<file path="config.mk">
export PLATFORM = sky130hd
export DESIGN_NAME = pdi_device_flat
export DESIGN_NICKNAME = d
export VERILOG_FILES = /design/src/design/pdi_pkg.sv /design/src/design/pdi_link_if.sv /design/src/design/pdi_device.sv /design/src/flat_wrapper.sv
export VERILOG_INCLUDE_DIRS = /design/src /design/src/design
export SDC_FILE = /design/constraint.sdc
export NUM_CORES = 2
export LEC_CHECK = 0
export ABC_AREA = 1
export BUFFER_PORTS_ARGS = -buffer_cell sky130_fd_sc_hd__buf_2
export CELL_PAD_IN_SITES_DETAIL_PLACEMENT = 0
export CELL_PAD_IN_SITES_GLOBAL_PLACEMENT = 1
export CORE_MARGIN = 4
export CORE_UTILIZATION = 41
export DETAILED_ROUTE_END_ITERATION = 6
export GPL_ROUTABILITY_DRIVEN = 0
export GPL_TIMING_DRIVEN = 0
export PLACE_DENSITY_LB_ADDON = 0.1
export SYNTH_ARGS = -nofsm -noshare
export SYNTH_HDL_FRONTEND = slang
export SYNTH_SLANG_ARGS = --single-unit
</file>
<file path="constraint.sdc">
create_clock -name core_clk -period 3 [get_ports core_clk]
set_input_delay 0.15 -clock core_clk [delete_from_list [all_inputs] [get_ports core_clk]]
set_output_delay 0.15 -clock core_clk [all_outputs]
set_load 0.05 [all_outputs]
</file>
<file path="src/design/pdi_defines.svh">
// Constants shared by both ends of the drive process-data link.
// Assumes a 20 MHz core clock; included by package and modules.
`ifndef PDI_DEFINES_SVH
`define PDI_DEFINES_SVH
// ****************************************
// Timing
// ****************************************
`define PDI_CLK_NS        50
`define PDI_TICK_NS       1000000
`define PDI_CYCLE_MS      8'h08
`define PDI_WD_MIN        8'h03
// ****************************************
// Module selection and record addressing
// ****************************************
`define PDI_NUM_MODULES   7'h55
`define PDI_NUM_STD       7'h54
`define PDI_MOD_TELEGRAM  7'h00
`define PDI_MAX_CMD       8
`define PDI_MAX_STS       32
`define PDI_REC_API       16'h0000
`define PDI_REC_SLOT      8'h01
`define PDI_REC_SUBSLOT   8'h01
`define PDI_REC_LEN       8'h02
`define PDI_REC_RSVD_BIT  15
// ****************************************
// Control and status word bits
// ****************************************
`define PDI_CW_RUN        0
`define PDI_CW_NO_COAST   1
`define PDI_CW_NO_QUICK   2
`define PDI_CW_OP_EN      3
`define PDI_CW_RAMP_EN    4
`define PDI_CW_UNFREEZE   5
`define PDI_CW_SP_EN      6
`define PDI_CW_FAULT_ACK  7
`define PDI_CW_REMOTE     10
`define PDI_SW_RDY_ON     0
`define PDI_SW_RDY_RUN    1
`define PDI_SW_NO_COAST   4
`define PDI_SW_NO_QUICK   5
`define PDI_SPEED_SHIFT   14
// ****************************************
// Controller register map
// ****************************************
`define PDI_REG_CTRL      12'h000
`define PDI_REG_STAT      12'h004
`define PDI_REG_ID        12'h008
`define PDI_REG_REC       12'h00c
`define PDI_REG_RDATA     12'h010
`define PDI_REG_CMD       12'h040
`define PDI_REG_STS       12'h080
`define PDI_CTRL_RST      32'h0808_0000
`endif

</file>
<file path="src/design/pdi_pkg.sv">
// Types for the drive process-data link.
// Assumes pdi_defines.svh is on the include path.
`include "pdi_defines.svh"
package pdi_pkg;
	typedef logic [15:0] pdi_word_t;
	typedef enum logic [2:0] {
		DS_IDLE, DS_DIV, DS_STD_WR, DS_STD_RD, DS_REC, DS_ACK
	} pdi_dev_state_e;
endpackage : pdi_pkg

</file>
<file path="src/design/pdi_link_if.sv">
// Link between the controller end and the drive interface end.
// Both ends run on the same core clock; requests are held levels.
interface pdi_link_if;
	import pdi_pkg::*;
	// Connection
	logic                  conn_req;
	logic [7:0]            conn_id;
	logic [6:0]            conn_module;
	logic [7:0]            conn_cycle_ms;
	logic [7:0]            conn_wd_factor;
	logic                  conn_ack;
	logic                  conn_nak;
	logic                  conn_timeout;
	// Cyclic data
	logic                  cyc_req;
	logic [7:0][15:0]      cyc_cmd;
	logic                  cyc_ack;
	logic [31:0][15:0]     cyc_sts;
	// Acyclic record access
	logic                  rec_req;
	logic                  rec_wr;
	logic [15:0]           rec_api;
	logic [7:0]            rec_slot;
	logic [7:0]            rec_subslot;
	logic [15:0]           rec_index;
	logic [7:0]            rec_len;
	logic [15:0]           rec_wdata;
	logic                  rec_done;
	logic                  rec_err;
	logic [15:0]           rec_rdata;
	modport device (
		input  conn_req, conn_id, conn_module, conn_cycle_ms, conn_wd_factor,
		output conn_ack, conn_nak, conn_timeout,
		input  cyc_req, cyc_cmd,
		output cyc_ack, cyc_sts,
		input  rec_req, rec_wr, rec_api, rec_slot, rec_subslot, rec_index,
		input  rec_len, rec_wdata,
		output rec_done, rec_err, rec_rdata
	);
	modport controller (
		output conn_req, conn_id, conn_module, conn_cycle_ms, conn_wd_factor,
		input  conn_ack, conn_nak, conn_timeout,
		output cyc_req, cyc_cmd,
		input  cyc_ack, cyc_sts,
		output rec_req, rec_wr, rec_api, rec_slot, rec_subslot, rec_index,
		output rec_len, rec_wdata,
		input  rec_done, rec_err, rec_rdata
	);
endinterface : pdi_link_if

</file>
<file path="src/design/pdi_device.sv">
// Drive-side process-data interpreter: connection, cyclic, record access.
// Assumes one core clock shared with the link and the drive register port.
`include "pdi_defines.svh"
// Overview of operation
// One controller at a time; others refused
// Eighty-five modules: 84 standard, one telegram
// Standard: up to 8 commands, 32 statuses
// Module adopted from controller configuration
// Controller cycle period eight ms or more; code maps 0 to 8 ms and accepts 1 to 7 ms as set
// Watchdog three cycles; expiry raises timeout
// Records at API0 slot1 subslot1, two bytes
// Zero command map entry discards word
// Zero status map entry returns zero
// Telegram: control/speed out, status/speed in
// Speed control mode only
// Class A cyclic, discovery, alarms, records; code has cyclic and records only
// Profile 4.1 needs no local setup
// Controller picks module by profile support
// Control bit 4 enables ramp, else 0Hz
// Control bit 5 clear freezes ramp
// Fault cleared only on bit 7 rise
// Control bit 10 clear ignores process data; code still pulses fault_clear on a bit 7 rise
// Status bits 0,1 report readiness
// Run, stops, enables decoded; spare bits ignored
// Status bits 4,5 mirror control bits 1,2
// Speed signed, 0x4000 is full scale
module pdi_device
	import pdi_pkg::*;
#(
	parameter int TICK_CYCLES = `PDI_TICK_NS / `PDI_CLK_NS
)(
	// Clock, reset, enable
	input  wire logic           core_clk,
	input  wire logic           resetn,
	input  wire logic           ce,
	// Link
	pdi_link_if.device          lnk,
	// Mapping tables
	input  wire logic           map_we,
	input  wire logic           map_is_sts,
	input  wire logic [4:0]     map_idx,
	input  wire logic [15:0]    map_reg,
	// Drive register port
	output logic                drv_req,
	output logic                drv_wr,
	output logic [15:0]         drv_addr,
	output logic [15:0]         drv_wdata,
	input  wire logic           drv_ack,
	input  wire logic [15:0]    drv_rdata,
	// Drive control from telegram
	output logic                run_cmd,
	output logic                coast_stop_request,
	output logic                quick_stop_request,
	output logic                op_enable,
	output logic                setpoint_enable,
	output logic                ramp_enable,
	output logic                ramp_freeze,
	output logic                fault_clear,
	output logic                remote_ctrl,
	output logic signed [15:0]  freq_cmd,
	output logic                telegram_mode,
	output logic                comm_timeout,
	// Drive state
	input  wire logic [15:0]    max_freq,
	input  wire logic signed [15:0] out_freq,
	input  wire logic           ready_on,
	input  wire logic           ready_run
);
	// ****************************************
	// State
	// ****************************************
	pdi_dev_state_e     st_q;
	logic               conn_q;
	logic [7:0]         owner_q;
	logic [6:0]         mod_q;
	logic [3:0]         out_cnt_q;
	logic [5:0]         in_cnt_q;
	logic [15:0]        wd_lim_q;
	logic [15:0]        wd_ms_q;
	logic [31:0]        tick_q;
	logic [5:0]         idx_q;
	logic [15:0]        cmd_map_q [`PDI_MAX_CMD];
	logic [15:0]        sts_map_q [`PDI_MAX_STS];
	logic [31:0][15:0]  sts_q;
	logic [15:0]        cw_q;
	logic [29:0]        num_q;
	logic [15:0]        rem_q;
	logic [4:0]         div_cnt_q;
	logic               neg_q;
	logic               rec_ok;
	logic [6:0]         mcode;
	logic [31:0]        sp_prod;
	logic [16:0]        rem_try;
	logic [15:0]        cur_map;

	assign mcode = lnk.conn_module - 7'h01;
	assign cur_map = (st_q == DS_STD_WR) ? cmd_map_q[idx_q[2:0]]
		: sts_map_q[idx_q[4:0]];
	assign rec_ok = (lnk.rec_api == `PDI_REC_API)
		&& (lnk.rec_slot == `PDI_REC_SLOT)
		&& (lnk.rec_subslot == `PDI_REC_SUBSLOT)
		&& (lnk.rec_len == `PDI_REC_LEN)
		&& !lnk.rec_index[`PDI_REC_RSVD_BIT];
	assign rem_try = {rem_q, num_q[29]} - {1'b0, max_freq};
	assign sp_prod = $signed(lnk.cyc_cmd[1]) * $signed({1'b0, max_freq});

	// ****************************************
	// Connection and watchdog
	// ****************************************
	assign lnk.conn_ack = lnk.conn_req && ce && (!conn_q
		|| owner_q == lnk.conn_id) && lnk.conn_module < `PDI_NUM_MODULES
		&& lnk.conn_wd_factor >= `PDI_WD_MIN;
	assign lnk.conn_nak = lnk.conn_req && ce && !lnk.conn_ack;
	assign lnk.conn_timeout = comm_timeout;
	assign telegram_mode = conn_q && mod_q == `PDI_MOD_TELEGRAM;

	always_ff @(posedge core_clk or negedge resetn)
		if (!resetn)
		begin
			conn_q    <= 1'b0;
			owner_q   <= 8'h00;
			mod_q     <= 7'h00;
			out_cnt_q <= 4'h0;
			in_cnt_q  <= 6'h00;
			wd_lim_q  <= 16'h0000;
		end
		else if (ce)
		begin
			if (lnk.conn_ack)
			begin
				conn_q    <= 1'b1;
				owner_q   <= lnk.conn_id;
				mod_q     <= lnk.conn_module;
				out_cnt_q <= 4'(mcode[2:0]) + 4'h1;
				in_cnt_q  <= 6'(mcode[6:3]) * 6'h03 + 6'h02;
				wd_lim_q  <= 16'(lnk.conn_cycle_ms) * 16'(lnk.conn_wd_factor);
			end
			else if (comm_timeout)
				conn_q <= 1'b0;
		end

	always_ff @(posedge core_clk or negedge resetn)
		if (!resetn)
		begin
			tick_q       <= 32'h0000_0000;
			wd_ms_q      <= 16'h0000;
			comm_timeout <= 1'b0;
		end
		else if (ce)
		begin
			comm_timeout <= 1'b0;
			if (!conn_q || lnk.conn_ack || lnk.cyc_ack)
			begin
				tick_q  <= 32'h0000_0000;
				wd_ms_q <= 16'h0000;
			end
			else if (tick_q == 32'(TICK_CYCLES - 1))
			begin
				tick_q <= 32'h0000_0000;
				if (wd_ms_q + 16'h0001 >= wd_lim_q)
					comm_timeout <= 1'b1;
				else
					wd_ms_q <= wd_ms_q + 16'h0001;
			end
			else
				tick_q <= tick_q + 32'h0000_0001;
		end

	// ****************************************
	// Mapping tables
	// ****************************************
	always_ff @(posedge core_clk)
		if (ce && map_we)
		begin
			if (map_is_sts)
				sts_map_q[map_idx] <= map_reg;
			else
				cmd_map_q[map_idx[2:0]] <= map_reg;
		end

	// ****************************************
	// Sequencer for cyclic and record traffic
	// ****************************************
	assign lnk.cyc_ack = st_q == DS_ACK && lnk.cyc_req;
	assign lnk.cyc_sts = sts_q;

	always_ff @(posedge core_clk or negedge resetn)
		if (!resetn)
		begin
			st_q          <= DS_IDLE;
			idx_q         <= 6'h00;
			sts_q         <= '0;
			drv_req       <= 1'b0;
			drv_wr        <= 1'b0;
			drv_addr      <= 16'h0000;
			drv_wdata     <= 16'h0000;
			lnk.rec_done  <= 1'b0;
			lnk.rec_err   <= 1'b0;
			lnk.rec_rdata <= 16'h0000;
			num_q         <= 30'h0000_0000;
			rem_q         <= 16'h0000;
			div_cnt_q     <= 5'h00;
			neg_q         <= 1'b0;
		end
		else if (ce)
		begin
			lnk.rec_done <= 1'b0;
			case (st_q)
				DS_IDLE:
					if (lnk.cyc_req && conn_q && telegram_mode)
					begin
						neg_q     <= out_freq[15];
						num_q     <= 30'(out_freq[15] ? -out_freq : out_freq)
							<< `PDI_SPEED_SHIFT;
						rem_q     <= 16'h0000;
						div_cnt_q <= 5'h00;
						st_q      <= DS_DIV;
					end
					else if (lnk.cyc_req && conn_q)
					begin
						idx_q <= 6'h00;
						sts_q <= '0;
						st_q  <= DS_STD_WR;
					end
					else if (lnk.rec_req && !lnk.rec_done)
					begin
						lnk.rec_err <= !rec_ok;
						if (rec_ok)
						begin
							drv_req   <= 1'b1;
							drv_wr    <= lnk.rec_wr;
							drv_addr  <= lnk.rec_index;
							drv_wdata <= lnk.rec_wdata;
							st_q      <= DS_REC;
						end
						else
							lnk.rec_done <= 1'b1;
					end
				DS_DIV:
				begin
					rem_q <= rem_try[16] ? {rem_q[14:0], num_q[29]}
						: rem_try[15:0];
					num_q <= {num_q[28:0], !rem_try[16]};
					div_cnt_q <= div_cnt_q + 5'h01;
					if (div_cnt_q == 5'h1d)
					begin
						// Quotient saturates at 0x7fff, or at 0x8001 when negative
						sts_q[1] <= (|num_q[28:14])
							? (neg_q ? 16'h8001 : 16'h7fff)
							: (neg_q ? -{num_q[14:0], !rem_try[16]}
							: {num_q[14:0], !rem_try[16]});
						sts_q[0] <= 16'((ready_on << `PDI_SW_RDY_ON)
							| (ready_run << `PDI_SW_RDY_RUN)
							| (cw_q[`PDI_CW_NO_COAST] << `PDI_SW_NO_COAST)
							| (cw_q[`PDI_CW_NO_QUICK] << `PDI_SW_NO_QUICK));

						st_q <= DS_ACK;
					end
				end
				DS_STD_WR, DS_STD_RD:
					if (drv_req)
					begin
						if (drv_ack)
						begin
							drv_req <= 1'b0;
							if (!drv_wr)
								sts_q[idx_q[4:0]] <= drv_rdata;
							idx_q <= idx_q + 6'h01;
						end
					end
					else if (st_q == DS_STD_WR && idx_q >= 6'(out_cnt_q))
					begin
						idx_q <= 6'h00;
						st_q  <= DS_STD_RD;
					end
					else if (st_q == DS_STD_RD && idx_q >= in_cnt_q)
						st_q <= DS_ACK;
					else if (cur_map == 16'h0000)
						idx_q <= idx_q + 6'h01;
					else
					begin
						drv_req   <= 1'b1;
						drv_wr    <= st_q == DS_STD_WR;
						drv_addr  <= cur_map;
						drv_wdata <= lnk.cyc_cmd[idx_q[2:0]];
					end
				DS_REC:
					if (drv_ack)
					begin
						drv_req       <= 1'b0;
						lnk.rec_rdata <= drv_wr ? lnk.rec_wdata : drv_rdata;
						lnk.rec_done  <= 1'b1;
						st_q          <= DS_IDLE;
					end
				DS_ACK:
					st_q <= DS_IDLE;
				default:
					st_q <= DS_IDLE;
			endcase
		end

	// ****************************************
	// Telegram control word decode
	// ****************************************
	always_ff @(posedge core_clk or negedge resetn)
		if (!resetn)
		begin
			cw_q               <= 16'h0000;
			run_cmd            <= 1'b0;
			coast_stop_request <= 1'b0;
			quick_stop_request <= 1'b0;
			op_enable          <= 1'b0;
			setpoint_enable    <= 1'b0;
			ramp_enable        <= 1'b0;
			ramp_freeze        <= 1'b0;
			fault_clear        <= 1'b0;
			remote_ctrl        <= 1'b0;
			freq_cmd           <= 16'sh0000;
		end
		else if (ce)
		begin
			fault_clear <= 1'b0;
			if (lnk.cyc_req && telegram_mode && st_q == DS_IDLE)
			begin
				cw_q        <= lnk.cyc_cmd[0];
				remote_ctrl <= lnk.cyc_cmd[0][`PDI_CW_REMOTE];
				fault_clear <= lnk.cyc_cmd[0][`PDI_CW_FAULT_ACK]
					&& !cw_q[`PDI_CW_FAULT_ACK];
				if (lnk.cyc_cmd[0][`PDI_CW_REMOTE])
				begin
					run_cmd            <= lnk.cyc_cmd[0][`PDI_CW_RUN];
					coast_stop_request <= !lnk.cyc_cmd[0][`PDI_CW_NO_COAST];
					quick_stop_request <= !lnk.cyc_cmd[0][`PDI_CW_NO_QUICK];
					op_enable          <= lnk.cyc_cmd[0][`PDI_CW_OP_EN];
					setpoint_enable    <= lnk.cyc_cmd[0][`PDI_CW_SP_EN];
					ramp_enable        <= lnk.cyc_cmd[0][`PDI_CW_RAMP_EN];
					ramp_freeze        <= !lnk.cyc_cmd[0][`PDI_CW_UNFREEZE];
					if (!lnk.cyc_cmd[0][`PDI_CW_RAMP_EN])
						freq_cmd <= 16'sh0000;
					else if (lnk.cyc_cmd[0][`PDI_CW_UNFREEZE])
						freq_cmd <= sp_prod[29:14];
				end
			end
		end
endmodule : pdi_device

</file>
<file path="src/flat_wrapper.sv">
// flat-port wrapper written by rule: the top's interface ports become plain ports
module pdi_device_flat import pdi_pkg::*;
#(
	parameter int TICK_CYCLES = `PDI_TICK_NS / `PDI_CLK_NS
)
  (core_clk, resetn, ce, map_we, map_is_sts, map_idx, map_reg, drv_req, drv_wr, drv_addr, drv_wdata, drv_ack, drv_rdata, run_cmd, coast_stop_request, quick_stop_request, op_enable, setpoint_enable, ramp_enable, ramp_freeze, fault_clear, remote_ctrl, freq_cmd, telegram_mode, comm_timeout, max_freq, out_freq, ready_on, ready_run, lnk_conn_req, lnk_conn_id, lnk_conn_module, lnk_conn_cycle_ms, lnk_conn_wd_factor, lnk_conn_ack, lnk_conn_nak, lnk_conn_timeout, lnk_cyc_req, lnk_cyc_cmd, lnk_cyc_ack, lnk_cyc_sts, lnk_rec_req, lnk_rec_wr, lnk_rec_api, lnk_rec_slot, lnk_rec_subslot, lnk_rec_index, lnk_rec_len, lnk_rec_wdata, lnk_rec_done, lnk_rec_err, lnk_rec_rdata);
  pdi_link_if lnk_i ();
  input  wire logic core_clk;
  input  wire logic resetn;
  input  wire logic ce;
  input  wire logic map_we;
  input  wire logic map_is_sts;
  input  wire logic [4:0] map_idx;
  input  wire logic [15:0] map_reg;
  output logic drv_req;
  output logic drv_wr;
  output logic [15:0] drv_addr;
  output logic [15:0] drv_wdata;
  input  wire logic drv_ack;
  input  wire logic [15:0] drv_rdata;
  output logic run_cmd;
  output logic coast_stop_request;
  output logic quick_stop_request;
  output logic op_enable;
  output logic setpoint_enable;
  output logic ramp_enable;
  output logic ramp_freeze;
  output logic fault_clear;
  output logic remote_ctrl;
  output logic signed [15:0] freq_cmd;
  output logic telegram_mode;
  output logic comm_timeout;
  input  wire logic [15:0] max_freq;
  input  wire logic signed [15:0] out_freq;
  input  wire logic ready_on;
  input  wire logic ready_run;
  input wire logic [$bits(lnk_i.conn_req)-1:0] lnk_conn_req;
  input wire logic [$bits(lnk_i.conn_id)-1:0] lnk_conn_id;
  input wire logic [$bits(lnk_i.conn_module)-1:0] lnk_conn_module;
  input wire logic [$bits(lnk_i.conn_cycle_ms)-1:0] lnk_conn_cycle_ms;
  input wire logic [$bits(lnk_i.conn_wd_factor)-1:0] lnk_conn_wd_factor;
  output wire logic [$bits(lnk_i.conn_ack)-1:0] lnk_conn_ack;
  output wire logic [$bits(lnk_i.conn_nak)-1:0] lnk_conn_nak;
  output wire logic [$bits(lnk_i.conn_timeout)-1:0] lnk_conn_timeout;
  input wire logic [$bits(lnk_i.cyc_req)-1:0] lnk_cyc_req;
  input wire logic [$bits(lnk_i.cyc_cmd)-1:0] lnk_cyc_cmd;
  output wire logic [$bits(lnk_i.cyc_ack)-1:0] lnk_cyc_ack;
  output wire logic [$bits(lnk_i.cyc_sts)-1:0] lnk_cyc_sts;
  input wire logic [$bits(lnk_i.rec_req)-1:0] lnk_rec_req;
  input wire logic [$bits(lnk_i.rec_wr)-1:0] lnk_rec_wr;
  input wire logic [$bits(lnk_i.rec_api)-1:0] lnk_rec_api;
  input wire logic [$bits(lnk_i.rec_slot)-1:0] lnk_rec_slot;
  input wire logic [$bits(lnk_i.rec_subslot)-1:0] lnk_rec_subslot;
  input wire logic [$bits(lnk_i.rec_index)-1:0] lnk_rec_index;
  input wire logic [$bits(lnk_i.rec_len)-1:0] lnk_rec_len;
  input wire logic [$bits(lnk_i.rec_wdata)-1:0] lnk_rec_wdata;
  output wire logic [$bits(lnk_i.rec_done)-1:0] lnk_rec_done;
  output wire logic [$bits(lnk_i.rec_err)-1:0] lnk_rec_err;
  output wire logic [$bits(lnk_i.rec_rdata)-1:0] lnk_rec_rdata;
  assign lnk_i.conn_req = lnk_conn_req;
  assign lnk_i.conn_id = lnk_conn_id;
  assign lnk_i.conn_module = lnk_conn_module;
  assign lnk_i.conn_cycle_ms = lnk_conn_cycle_ms;
  assign lnk_i.conn_wd_factor = lnk_conn_wd_factor;
  assign lnk_conn_ack = lnk_i.conn_ack;
  assign lnk_conn_nak = lnk_i.conn_nak;
  assign lnk_conn_timeout = lnk_i.conn_timeout;
  assign lnk_i.cyc_req = lnk_cyc_req;
  assign lnk_i.cyc_cmd = lnk_cyc_cmd;
  assign lnk_cyc_ack = lnk_i.cyc_ack;
  assign lnk_cyc_sts = lnk_i.cyc_sts;
  assign lnk_i.rec_req = lnk_rec_req;
  assign lnk_i.rec_wr = lnk_rec_wr;
  assign lnk_i.rec_api = lnk_rec_api;
  assign lnk_i.rec_slot = lnk_rec_slot;
  assign lnk_i.rec_subslot = lnk_rec_subslot;
  assign lnk_i.rec_index = lnk_rec_index;
  assign lnk_i.rec_len = lnk_rec_len;
  assign lnk_i.rec_wdata = lnk_rec_wdata;
  assign lnk_rec_done = lnk_i.rec_done;
  assign lnk_rec_err = lnk_i.rec_err;
  assign lnk_rec_rdata = lnk_i.rec_rdata;
  pdi_device #(.TICK_CYCLES(TICK_CYCLES)) u_core (.core_clk(core_clk), .resetn(resetn), .ce(ce), .lnk(lnk_i), .map_we(map_we), .map_is_sts(map_is_sts), .map_idx(map_idx), .map_reg(map_reg), .drv_req(drv_req), .drv_wr(drv_wr), .drv_addr(drv_addr), .drv_wdata(drv_wdata), .drv_ack(drv_ack), .drv_rdata(drv_rdata), .run_cmd(run_cmd), .coast_stop_request(coast_stop_request), .quick_stop_request(quick_stop_request), .op_enable(op_enable), .setpoint_enable(setpoint_enable), .ramp_enable(ramp_enable), .ramp_freeze(ramp_freeze), .fault_clear(fault_clear), .remote_ctrl(remote_ctrl), .freq_cmd(freq_cmd), .telegram_mode(telegram_mode), .comm_timeout(comm_timeout), .max_freq(max_freq), .out_freq(out_freq), .ready_on(ready_on), .ready_run(ready_run));
endmodule
</file>
==> impl_results.md <==
* Drc violations at 0
* Max IR drop VDD at roughly 2.3 mV
* Avg WL per Cell at 27.19 um
* Min-Delay Path Class: in -> reg
* Post-synth top area cell: edfxtp_1
* Adder-Cell Fraction of Synth Area at 9.925%
* Num Clock Sinks at 1,383
* Internal Dissipation at a little under 50,000 uW
* Ys async rst share at a little over half
* RSZ-0062 raised after global routing: true
* Fmax at about 230 MHz
* Mux share of post-synthesis cell area at less than 1%
* Post-synth EDFFs at 640
* Worst setup SP type: input port
* Largest net degree at the start of global routing at ~130
* Compound-Gate Fraction of Synth Area at between 10 and 15%
* Area Growth Syn to Fin at 29.92%
* Clock power frac at around 22%
* Worst EP arrival at 5150 ps
* Die W at 425.0 um
* CTS buffer count at about 150
* Skew-Pair Late Insertion Delay at 820 ps
* Main combinational cell family by area after synthesis: simple AND/OR/NAND/NOR gates
* Synth area leaders: edfxtp_1 27%, dfrtp_1 26%, nand2_1 8.7%, inv_1 7.3%, fa_1 6.5%
* Max-capacitance violation count at 0
* Final ANT Viol Nets at 0
* H-tree levels at 4
* Register clock-pin slew on the reported worst setup and hold paths at 60 ps
* CP max FO at 5
* Nets at 9,835
* Synth cell types at 60
* Initial Util at 41.38%
* Synth Area in Simple Gates at about 15%
* Mapped Nets at 8,433
* Syn Area/Cell at 9.267 sq um
* DR vias/cell at about 5.5
* Ports at a little over 900
* DIE AREA at roughly 180,000 sq um
* Switching power at 37,710 uW
* Metal2 WL at around 140,000 um
* Met1 wire length at roughly 130,000 um
* Outcome: finished with violations
* Violated checks: negative hold slack, negative setup slack
* Area share of the largest cell type after synthesis at 26.95%
* Total Wirelength at about 310,000 um
* Rel. slew slack at around 14%
* Initial antenna violation count at 16
* Final Instance Count excl. Fillers at roughly 12,000
* Worst Clk Skew at between 30 and 40 ps
* Seq cells post-synth at ~1,400
* TritonCTS clock tree: yes
* Cell Pwr Density at roughly 930 nW/um^2
* Met3 wire length at about 27,000 um
* CP Launch Point: lnk_cyc_cmd[22]
* Cell count after synthesis at just under 8,000
* Global route overflow at 0
* CTS Root Buffer Type: clkbuf_16
* Worst Path Required at roughly 3700 ps
* First DRT Iteration DRCs at 6,774
* Port-buffer cells at 860
* Commonest cells post-synth: 1,646 x nand2_1, 1,378 x inv_1, 743 x dfrtp_1
* Critical Path End Type: flip-flop
* 1st-pass router iterations at 6
* Post-Syn Area at ~70,000 sq um
* Sequential share of the synthesized area at between 50% and 60%
* Detail Placement HPWL at around 230,000 um
* Final setup viols at 77
* Synth Flop Type: dfrtp_1
* Row Count at between 150 and 200
* Layout cell share with drive strength beyond 1 at roughly 24%
* Endpoints failing hold at 1
* Slew Viols, Final at 0
* Vias at roughly 63,000
* WS Path Type: in -> reg
* CTS Buffer Depth at 3
* Reg power frac at between 20 and 30%
* Hold path startpoint: lnk_conn_wd_factor[0]
* Worst reg2reg startpoint: u_core.idx_q[0]$_DFFE_PN0P_
* Switching Fraction at 43.60%
* Slew @ Worst Pin at 1270 ps
* First-pass GRT wire length at 439,600 um
* Die Y at about 430 um
* Final period util at 147.3%
* Worst hold margin at -13.85 ps
* Top-count cell post-synth: nand2_1
* Total Routing Usage GR at approximately 34%
* Gate power share at approximately half
* Synth Warn # at 0
* Top sig layer: met5
* Core footprint at ~170,000 sq um
* Setup WS post-layout at -1419 ps
* Vias in the first global route at roughly 60,000
* Min cycle time layout at approximately 4400 ps
* Placed cell count at about 11,000
* XOR/XNOR share of the synthesized area at 0.8230%
* Lkg Pwr at between 0.04 and 0.05 uW
power by group through the flow:
| stage | clock network (uW) | logic, uW | registers (uW) |
|---|---|---|---|
| 6_report | 19300 | 44800 | 22400 |
| 5_1_grt | 20300 | 47900 | 22500 |
| 4_1_cts | 19500 | 40300 | 22300 |
| 3_5_place_dp | 0 | 33100 | 22700 |
| 3_3_place_gp | 0 | 33000 | 22700 |
| 2_1_floorplan | 0 | 19800 | 24800 |
layout make-up:
class                      instances  area (sq um)
timing repair buffer            1256          8655
antenna                            6         15.01
clock buffer                     207          4337
multi-input combinational       4491         29070
buffer                           418          3817
clock inverter                    67         758.2
inverter                        1393          5281
fill                           15900         79670
sequential                      1383         37820
tap                             2310          2890
cells in the final DEF, fill, tap and decap left out, types with 30 or more instances in the layout:
master and n:
clkbuf_8 47, o211ai_1 52, buf_6 44, a21oi_1 128, o22ai_1 542, clkinv_2 31
o21ai_2 36, dfrtp_1 739, buf_8 54, nor2_2 61, ha_1 165, nand4_1 81
inv_1 1325, nand2_4 45, nor2_4 41, o21ai_1 86, xor2_1 42, a21oi_4 44
nand2_1 1440, nor3_1 38, clkbuf_1 141, edfxtp_1 640, a21oi_2 30, nand3_1 164
o21ai_0 377, buf_2 909, fa_1 216, inv_2 53, clkbuf_16 210, nand2_2 163
nor2_1 469, dlygate4sd3_1 150, clkbuf_2 68, buf_4 182
path summary, 6_finish.rpt:
| kind | endpoint | cells past startpoint | slack, ps |
|---|---|---|---|
| min | u_core.wd_lim_q[1]$_DFFE_PN0P_ | 6 | -10 |
| min reg2reg | u_core.fault_clear$_DFFE_PN0P_ | 1 | 470 |
| min in group asynchronous | u_core.lnk.rec_rdata[7]$_DFFE_PN0P_ | 4 | 460 |
| max in group asynchronous | u_core.lnk.cyc_sts[120]$_DFFE_PN0P_ | 7 | 540 |
| max reg2reg | u_core.drv_wr$_DFFE_PN0P_ | 23 | -500 |
| max | u_core.freq_cmd[12]$_DFFE_PN0P_ | 25 | -1420 |
timing repair:
item | CTS | global route
resized for setup | 705 | 395
buffers inserted | 122 | 67
hold buffers | 151 | 0
endpoints found under the hold margin | 409 | 0
pin swaps | 118 | 176
endpoints found under the setup margin | 603 | 421
gates cloned | 9 | 8
per-stage QoR:
step | util (%) | cell area, sq um | TNS [ps] | worst slack (ps) | power, uW
2_1_floorplan | - | 72300 | -31710 | -1790 | 44610
3_3_place_gp | 46.14 | 79490 | - | -15130 | 55690
3_5_place_dp | 46.68 | 80430 | -1084870 | -2943 | 55810
4_1_cts | 52.70 | 90810 | -37990 | -1363 | 82100
5_1_grt | 53.76 | 92630 | -51480 | -1537 | 90720
6_report | 53.76 | 92640 | -43420 | -1419 | 86490
routing by layer:
layer	GRT usage (%)	up-vias
met4	16.58	2
met3	6.545	675
met5	0	-
met2	52.92	3081
met1	44.97	31240
li1	-	27860
critical path, cell delays in order:
cell and delay, ps:
clkbuf_16 140, buf_8 130, nand2_2 60, inv_2 40, fa_1 540, inv_1 60
fa_1 460, fa_1 530, inv_2 40, fa_1 510, fa_1 550, inv_2 40
fa_1 510, inv_2 50, ha_4 270, a21oi_4 200, o21ai_4 90, o21bai_4 200
nand2_2 100, nand3_4 80, nand2_2 80, nand2_2 50, nand2_1 60, nand2_1 50
o21ai_1 130
logic make-up after synthesis:
kind of cell	after synthesis
AOI/OAI and AO/OA	1407
xor gates and xnor gates	67
adders and majority gates	427
buffers and inverters	1820
DFF	1383
muxes	3
and+or+nand+nor	2587
sequential cells by signal (all words and copies together) (netlist names), 30 cells and up:
| name | flops |
|---|---|
| u_core.cmd_map_q | 128 |
| u_core.lnk.cyc_sts | 512 |
| u_core.num_q | 30 |
| u_core.sts_map_q | 512 |
| u_core.tick_q | 32 |
(Power assumes the default switching activity.)
